==> src/rtl/debug_port_pkg.sv <==
/*
 * constants, codes and state type for the two-wire debug and flash port.
 * assumes a single 100 MHz core clock with synchronous active-high reset.
 */
// How it works
// - two lines: host clock, turnaround data line
// - select register picks data read/write target
// - select 0x00 reads part identity
// - select 0x01 reads silicon revision
// - select 0x02 reads/writes flash control
// - select 0xAD reads/writes flash data
// - identity is fixed, 8-bit, writes ignored
// - flash commands/addresses/data pass through data register
// - decode 0x06, 0x07, 0x08, 0x03 commands
// - clock on reset pin, data on port pin
package debug_port_pkg;
   localparam int BYTE_W = 8;
   localparam int INSTR_W = 2;
   localparam int CNT_W = 3;
   localparam logic [CNT_W-1:0] CNT_INSTR_LAST = 3'h1;
   localparam logic [CNT_W-1:0] CNT_BYTE_LAST = 3'h7;
   localparam logic [CNT_W-1:0] CNT_RESET = 3'h0;

   // instruction codes, sent least significant bit first
   localparam logic [INSTR_W-1:0] INSTR_DATA_READ = 2'h0;
   localparam logic [INSTR_W-1:0] INSTR_DATA_WRITE = 2'h1;
   localparam logic [INSTR_W-1:0] INSTR_ADDR_READ = 2'h2;
   localparam logic [INSTR_W-1:0] INSTR_ADDR_WRITE = 2'h3;

   // data register targets
   localparam logic [BYTE_W-1:0] SEL_PART_IDENTITY = 8'h00;
   localparam logic [BYTE_W-1:0] SEL_SILICON_REVISION = 8'h01;
   localparam logic [BYTE_W-1:0] SEL_FLASH_CONTROL = 8'h02;
   localparam logic [BYTE_W-1:0] SEL_FLASH_DATA = 8'hAD;

   // flash command codes
   localparam logic [BYTE_W-1:0] CMD_BLOCK_READ = 8'h06;
   localparam logic [BYTE_W-1:0] CMD_BLOCK_WRITE = 8'h07;
   localparam logic [BYTE_W-1:0] CMD_PAGE_ERASE = 8'h08;
   localparam logic [BYTE_W-1:0] CMD_DEVICE_ERASE = 8'h03;

   // reset values
   localparam logic [BYTE_W-1:0] SELECT_RESET = 8'h00;
   localparam logic [BYTE_W-1:0] CONTROL_RESET = 8'h00;
   localparam logic [BYTE_W-1:0] BYTE_ZERO = 8'h00;
   localparam logic [INSTR_W-1:0] INSTR_RESET = 2'h0;

   // identity values; both defaults are arbitrary neutral values
   localparam logic [BYTE_W-1:0] PART_IDENTITY_DEFAULT = 8'h5A;
   localparam logic [BYTE_W-1:0] SILICON_REVISION_DEFAULT = 8'h01;

   typedef enum logic [2:0] {
      ST_IDLE = 3'b000,
      ST_INSTR = 3'b001,
      ST_DATA_IN = 3'b010,
      ST_DATA_OUT = 3'b011,
      ST_STOP = 3'b100
   } state_type;
endpackage

==> src/rtl/two_wire_debug_flash_port.sv <==
/*
 * device end of the two-wire debug and flash programming port.
 * assumes the host toggles the link clock slowly against clk (period >= 8 clk),
 * and that the flash controller beside it answers on the same clk.
 */
`timescale 1ns/100ps
module two_wire_debug_flash_port (
   input wire logic clk, // core clock, 100 MHz
   input wire logic srst, // synchronous reset
   input wire logic debug_link_clock, // reset pin, host-driven link clock
   input wire logic port_three_bit_zero_pin_in, // shared data pin level
   output logic port_three_bit_zero_pin_out, // shared data pin drive value
   output logic port_three_bit_zero_pin_oe, // shared data pin drive enable
   input wire logic user_pin_out, // user logic drive value
   input wire logic user_pin_oe, // user logic drive enable
   input wire logic [debug_port_pkg::BYTE_W-1:0] fpd_read_value, // flash side byte
   output logic fpd_read_strobe, // flash data byte taken by host
   output logic fpd_write_strobe, // flash data byte written
   output logic [debug_port_pkg::BYTE_W-1:0] fpd_write_data, // written byte
   output logic cmd_valid, // recognised flash command
   output logic [debug_port_pkg::BYTE_W-1:0] cmd_code, // its code
   output logic arg_valid, // byte belongs to running command
   input wire logic flash_done, // flash command finished
   output logic cmd_active, // a flash command is running
   output logic [debug_port_pkg::BYTE_W-1:0] flash_program_control, // control register
   output logic frame_active // link frame in progress
);
   import debug_port_pkg::*;

   logic ck_meta_reg, ck_sync_reg, ck_prev_reg;
   logic d_meta_reg, d_sync_reg;
   state_type state_reg, state_next;
   logic [CNT_W-1:0] cnt_reg, cnt_next;
   logic [INSTR_W-1:0] instr_reg, instr_next;
   logic [BYTE_W-1:0] shift_reg, shift_next;
   logic [BYTE_W-1:0] select_reg;
   logic [BYTE_W-1:0] control_reg;
   logic [BYTE_W-1:0] fpd_data_reg;
   logic fpd_write_reg, cmd_valid_reg, arg_valid_reg, cmd_active_reg;
   logic [BYTE_W-1:0] cmd_code_reg;

   // link clock and data pass two flops before use
   always_ff @(posedge clk) begin
      if (srst) begin
         ck_meta_reg <= 1'b1;
         ck_sync_reg <= 1'b1;
         ck_prev_reg <= 1'b1;
         d_meta_reg <= 1'b0;
         d_sync_reg <= 1'b0;
      end else begin
         ck_meta_reg <= debug_link_clock;
         ck_sync_reg <= ck_meta_reg;
         ck_prev_reg <= ck_sync_reg;
         d_meta_reg <= port_three_bit_zero_pin_in;
         d_sync_reg <= d_meta_reg;
      end
   end

   wire ck_rise = ck_sync_reg && !ck_prev_reg;
   wire [INSTR_W-1:0] instr_full = {d_sync_reg, instr_reg[1]};
   wire [BYTE_W-1:0] byte_full = {d_sync_reg, shift_reg[7:1]};
   wire instr_done = (state_reg == ST_INSTR) && ck_rise && (cnt_reg == CNT_INSTR_LAST);
   wire is_write_instr = instr_full[0];
   wire is_addr_instr = instr_full[1];
   wire load_read = instr_done && !is_write_instr;
   wire commit = (state_reg == ST_DATA_IN) && ck_rise && (cnt_reg == CNT_BYTE_LAST);
   wire commit_addr = commit && instr_reg[1];
   wire commit_data = commit && !instr_reg[1];
   wire wr_control = commit_data && (select_reg == SEL_FLASH_CONTROL);
   wire wr_fpd = commit_data && (select_reg == SEL_FLASH_DATA);
   wire cmd_known = (byte_full == CMD_BLOCK_READ) || (byte_full == CMD_BLOCK_WRITE) ||
      (byte_full == CMD_PAGE_ERASE) || (byte_full == CMD_DEVICE_ERASE);

   // read target chosen by select; unmapped targets read as zero
   wire [BYTE_W-1:0] data_read_value =
      (select_reg == SEL_PART_IDENTITY) ? PART_IDENTITY_DEFAULT :
      (select_reg == SEL_SILICON_REVISION) ? SILICON_REVISION_DEFAULT :
      (select_reg == SEL_FLASH_CONTROL) ? control_reg :
      (select_reg == SEL_FLASH_DATA) ? fpd_read_value : BYTE_ZERO;
   wire [BYTE_W-1:0] read_value = is_addr_instr ? select_reg : data_read_value;

   always_comb begin
      state_next = state_reg;
      cnt_next = cnt_reg;
      instr_next = instr_reg;
      shift_next = shift_reg;
      case (state_reg)
         ST_IDLE: begin
            if (ck_rise) begin
               state_next = ST_INSTR;
               cnt_next = CNT_RESET;
            end
         end
         ST_INSTR: begin
            if (ck_rise) begin
               instr_next = instr_full;
               cnt_next = cnt_reg + 3'h1;
               if (cnt_reg == CNT_INSTR_LAST) begin
                  cnt_next = CNT_RESET;
                  state_next = is_write_instr ? ST_DATA_IN : ST_DATA_OUT;
                  shift_next = is_write_instr ? shift_reg : read_value;
               end
            end
         end
         ST_DATA_IN: begin
            if (ck_rise) begin
               shift_next = byte_full;
               cnt_next = cnt_reg + 3'h1;
               if (cnt_reg == CNT_BYTE_LAST) begin
                  state_next = ST_STOP;
               end
            end
         end
         ST_DATA_OUT: begin
            // host samples each bit on the rising edge, so shift after it
            if (ck_rise) begin
               shift_next = {1'b0, shift_reg[7:1]};
               cnt_next = cnt_reg + 3'h1;
               if (cnt_reg == CNT_BYTE_LAST) begin
                  state_next = ST_STOP;
               end
            end
         end
         ST_STOP: begin
            if (ck_rise) begin
               state_next = ST_IDLE;
            end
         end
         default: begin
            state_next = ST_IDLE;
         end
      endcase
   end

   always_ff @(posedge clk) begin
      if (srst) begin
         state_reg <= ST_IDLE;
         cnt_reg <= CNT_RESET;
         instr_reg <= INSTR_RESET;
         shift_reg <= BYTE_ZERO;
      end else begin
         state_reg <= state_next;
         cnt_reg <= cnt_next;
         instr_reg <= instr_next;
         shift_reg <= shift_next;
      end
   end

   always_ff @(posedge clk) begin
      if (srst) begin
         select_reg <= SELECT_RESET;
         control_reg <= CONTROL_RESET;
      end else begin
         if (commit_addr) begin
            select_reg <= byte_full;
         end
         if (wr_control) begin
            control_reg <= byte_full;
         end
      end
   end

   // a command opens a run of argument bytes until the flash side reports done;
   // an unknown code while no command runs is passed on as a data byte but starts no command
   always_ff @(posedge clk) begin
      if (srst) begin
         fpd_write_reg <= 1'b0;
         fpd_data_reg <= BYTE_ZERO;
         cmd_valid_reg <= 1'b0;
         arg_valid_reg <= 1'b0;
         cmd_code_reg <= BYTE_ZERO;
         cmd_active_reg <= 1'b0;
      end else begin
         fpd_write_reg <= wr_fpd;
         cmd_valid_reg <= wr_fpd && !cmd_active_reg && cmd_known;
         arg_valid_reg <= wr_fpd && cmd_active_reg;
         if (wr_fpd) begin
            fpd_data_reg <= byte_full;
         end
         if (wr_fpd && !cmd_active_reg && cmd_known) begin
            cmd_code_reg <= byte_full;
            cmd_active_reg <= 1'b1;
         end else if (flash_done) begin
            cmd_active_reg <= 1'b0;
         end
      end
   end

   // the link owns the pin only while shifting out; user drive otherwise,
   // which the host must keep frozen while the device is halted
   wire link_drive = (state_reg == ST_DATA_OUT);
   assign port_three_bit_zero_pin_oe = link_drive ? 1'b1 : user_pin_oe;
   assign port_three_bit_zero_pin_out = link_drive ? shift_reg[0] : user_pin_out;
   assign fpd_read_strobe = load_read && !is_addr_instr && (select_reg == SEL_FLASH_DATA);
   assign fpd_write_strobe = fpd_write_reg;
   assign fpd_write_data = fpd_data_reg;
   assign cmd_valid = cmd_valid_reg;
   assign cmd_code = cmd_code_reg;
   assign arg_valid = arg_valid_reg;
   assign cmd_active = cmd_active_reg;
   assign flash_program_control = control_reg;
   assign frame_active = (state_reg != ST_IDLE);
endmodule

==> config.mk <==
export PLATFORM = sky130hd
export DESIGN_NAME = two_wire_debug_flash_port
export DESIGN_NICKNAME = d
export VERILOG_FILES = /design/src/rtl/debug_port_pkg.sv /design/src/rtl/two_wire_debug_flash_port.sv
export SDC_FILE = /design/constraint.sdc
export NUM_CORES = 1
export LEC_CHECK = 0
export ABC_AREA = 0
export BUFFER_PORTS_ARGS = -buffer_cell sky130_fd_sc_hd__buf_2
export CORE_MARGIN = 2
export CORE_UTILIZATION = 59
export DETAILED_ROUTE_END_ITERATION = 8
export GPL_TIMING_DRIVEN = 1
export HOLD_SLACK_MARGIN = 0.1
export PLACE_DENSITY = 0.84
export SETUP_SLACK_MARGIN = 0.5
export SYNTH_ARGS = -nofsm -noshare
export SYNTH_HDL_FRONTEND = slang
export SYNTH_SLANG_ARGS = --single-unit
==> constraint.sdc <==
create_clock -name clk -period 3.02 [get_ports clk]
set_input_delay 0.302 -clock clk [delete_from_list [all_inputs] [get_ports clk]]
set_output_delay 0.302 -clock clk [all_outputs]
set_load 0.02 [all_outputs]
==> out/qor.csv <==
stage,metric,value,unit
sta,hold_slack,0.172,ns
placement,pre_cts_ws,0.817,ns
logic_synthesis,syn_avg_cell_area,8.78,sq um
cts,clockBufferDepth,2,
worst_setup_path,crit_type,register to register,
logic_synthesis,synth_warnings,0,
logic_synthesis,ys_seq_area_share,44.8,%
finish,fillers,328,
finish,multi_input_area,1290,sq um
global_route,overflow,0,
route,antenna_left,0,
worst_setup_path,cp_common_cell,nor2b_1,
logic_synthesis,synth_top_family_by_area,simple AND/OR/NAND/NOR gates,
global_route,grt_pass1_vias,2083,
worst_setup_path,cp.arrival,2.47,ns
floorplan,io_pins,47,
pwr,powerDensity,419,nW/um^2
finish,final_area,2830,sq um
logic_synthesis,syn-cell-area,2500,sq um
worst_setup_path,path_cells,"nor2b_1, and4b_1, o2111ai_1, nor2b_1, and2_1",
cts,clkTransAtPathRegs,0.10,ns
worst_setup_path,crit_fanout,12,
global_route,grt_max_degree,53,
logic_synthesis,synth_cells,285,
worst_setup_path,slowest_delay,0.54,ns
worst_setup_path,worst-r2r-setup-slack,0.77,ns
logic_synthesis,yosys.cell_types.count,50,
min_path,min_from,debug_link_clock,
min_path,hold_depth,2,
placement,place.gp.congestion,0.858,
logic_synthesis,synth_edf_count,0,
placement,hpwl,3930,um
logic_synthesis,ys_ff_latch,56,
sta,hold_violations,0,
cts,numCtsBuffers,5,
sta,fin_ws,0.773,ns
finish,seqCellArea,1120,sq um
finish,syn_to_final_growth,13.3,%
logic_synthesis,synthAdderAreaFrac,1.50,%
worst_setup_path,critPathRequiredTime,3.24,ns
sta,setup_viol,0,
sta,maxSlewHeadroom,38.9,%
worst_setup_path,cp_slowest_cell,dfxtp_1,
logic_synthesis,synthSimpleGateAreaFrac,26.7,%
sta,finClkSkew,0.0115,ns
route,drcViolationCount,0,
finish,drive_gt1_share,20.8,%
outcome,status,"complete, no violations",
route,dr.pass1.iters,4,
logic_synthesis,async_flop_share,0,%
global_route,antenna_found_initial,0,
finish,postLayoutCoreUtil,70.3,%
cts,cts.sinks,56,
logic_synthesis,synth_top_area_share,44.8,%
pwr,power.total,1.19,mW
route,viasPerCell,5.87,
logic_synthesis,synth-xor-area-share,0,%
route,initialDrtViolationCount,180,
worst_setup_path,start_kind,register,
logic_synthesis,synth_top_area_cell,dfxtp_1,
cts,cts.htree.levels,2,
worst_setup_path,crit_path_end_kind,register,
worst_setup_path,r2r_cells,5,
logic_synthesis,syn_nets,303,
placement,dp.cells,364,
finish,stdcell_count,372,
finish,diodes,0,
pwr,peakVddDrop,0.000296,V
floorplan,num_rows,23,
floorplan,initial_core_util,62.1,%
floorplan,core,4030,sq um
cts,cts_resized,0,
placement,dpl_cell_area,2750,sq um
cts,ctsHoldBuffers,0,
cts,post_cts.repair.setup_buffers,0,
min_path,hold_path_end,ck_meta_reg,
cts,cts_tree,yes,
job,drv_cap,0,
logic_synthesis,synth_compound_area_share,14.2,%
sta,fin_crit_sh,74.4,%
worst_setup_path,r2r-start,state_reg[1],
sta,fmax,445,MHz
logic_synthesis,synthFlopType,dfxtp_1,
route,wirelength,5760,um
finish,final_nets,339,
logic_synthesis,yosys-top-cells-area,"dfxtp_1 (45%), mux2i_1 (8.8%), nor2_1 (5.9%)",
sta,tns,0,ns
floorplan,dieArea,4780,sq um
placement,io_buffers,46,
sta,drv_slew,0,
global_route,grtUsageTotal,25.0,%
min_path,hp-class,primary input to register,
cts,worst_skew_pair.late_latency,0.31,ns
route,detail_route.wl_per_cell,15.5,um
route,vias,2184,
logic_synthesis,synth.area.mux_share,9.25,%
global_route,grt_pass1_wl,9690,um
sta,worstMarginPinSlew,0.917,ns
worst_setup_path,rr_endpoint,cmd_code[6],
floorplan,die_y,69.1,um
pwr,p_leak,1.13,nW
sta,min_period,2.25,ns
cts,root_buffer,clkbuf_8,
sta,rsz0062_at_grt,no,
floorplan,die_w,69.1,um
-- cell families after synthesis --
group           Yosys count
mux                      23
flops                    56
fa+ha+maj                 3
buf+inv                  24
compound gates           52
simple gates            127
-- cells in the mapped netlist, types with 4 or more instances --
master,n
o21ai_0,8
nand2b_1,9
nor2_1,39
and2_1,5
nor3b_1,4
mux2i_1,22
a21oi_1,17
dfxtp_1,56
nor2b_1,6
or2_2,4
nand3_1,9
nor3_1,8
clkbuf_1,18
a311oi_1,4
nand2_1,23
-- where the power goes --
group          total (mW)  internal [mW]  switching (mW)  leakage (nW)
clock network       0.408          0.166           0.242        0.0414
logic              0.0376         0.0143          0.0233         0.639
registers           0.741          0.741        0.000792         0.452
total                1.19          0.921           0.267          1.13
-- layout by cell type, fill, tap and decap left out, types with 2 or more instances in the layout --
cell type  synthesis  layout
or4_1              3       3
o311a_1            2       2
nand4_1            2       2
buf_4              0       4
mux2i_1           22      22
ha_1               3       3
nor3b_1            4       4
nand2b_1           9       9
clkbuf_8           0       5
or3_1              2       2
nor2b_1            6       6
a311oi_1           4       4
a211oi_1           3       3
inv_1              3       3
o22ai_1            2       2
nor4_1             3       3
a221o_1            2       2
a21oi_1           17      17
dfxtp_1           56      56
nor3_4             2       2
nand3_1            9       9
buf_2              1      46
or2_2              4       4
a221oi_1           2       2
and2_1             5       5
nor2_1            39      39
nor3_1             8       8
o21ai_0            8       8
nand2_1           23      23
-- final cells by class --
cell class,count,share of cell area (%)
clock buffer,6,2.56
clock inverter,2,0.574
inverter,3,0.397
multi-input combinational,205,45.5
sequential,56,39.6
tap,50,2.21
timing repair buffer,50,9.18
-- how the worst max path moves through the flow --
stage / start / end / depth (start not counted)
floorplan: select_reg[2] / flash_program_control[7] / 5
global placement: select_reg[2] / flash_program_control[5] / 5
detailed placement: state_reg[1] / cmd_code[5] / 5
CTS: state_reg[1] / cmd_code[6] / 5
global route: state_reg[1] / cmd_code[6] / 5
finish: state_reg[1] / cmd_code[6] / 5
-- metal layers --
layer | part of all wire (%) | global-route usage, % | wire length (um) | up-vias
li1 | - | - | - | 1076
met1 | 44 | 32.1 | 2520 | 1036
met2 | 49 | 41.5 | 2810 | 66
met3 | 6.2 | 6.14 | 359 | 6
met4 | 1.2 | 8.06 | 68 | 0
met5 | 0 | 0 | 0 | -
-- critical path: cells and delay by family (launching register included) --
family / cells / cell delay [ns]
AND/OR/NAND/NOR: 4 / 1.22
AO/OA/AOI/OAI: 1 / 0.40
flip-flops: 1 / 0.54
Note: power is estimated with default switching activity, not from simulation.
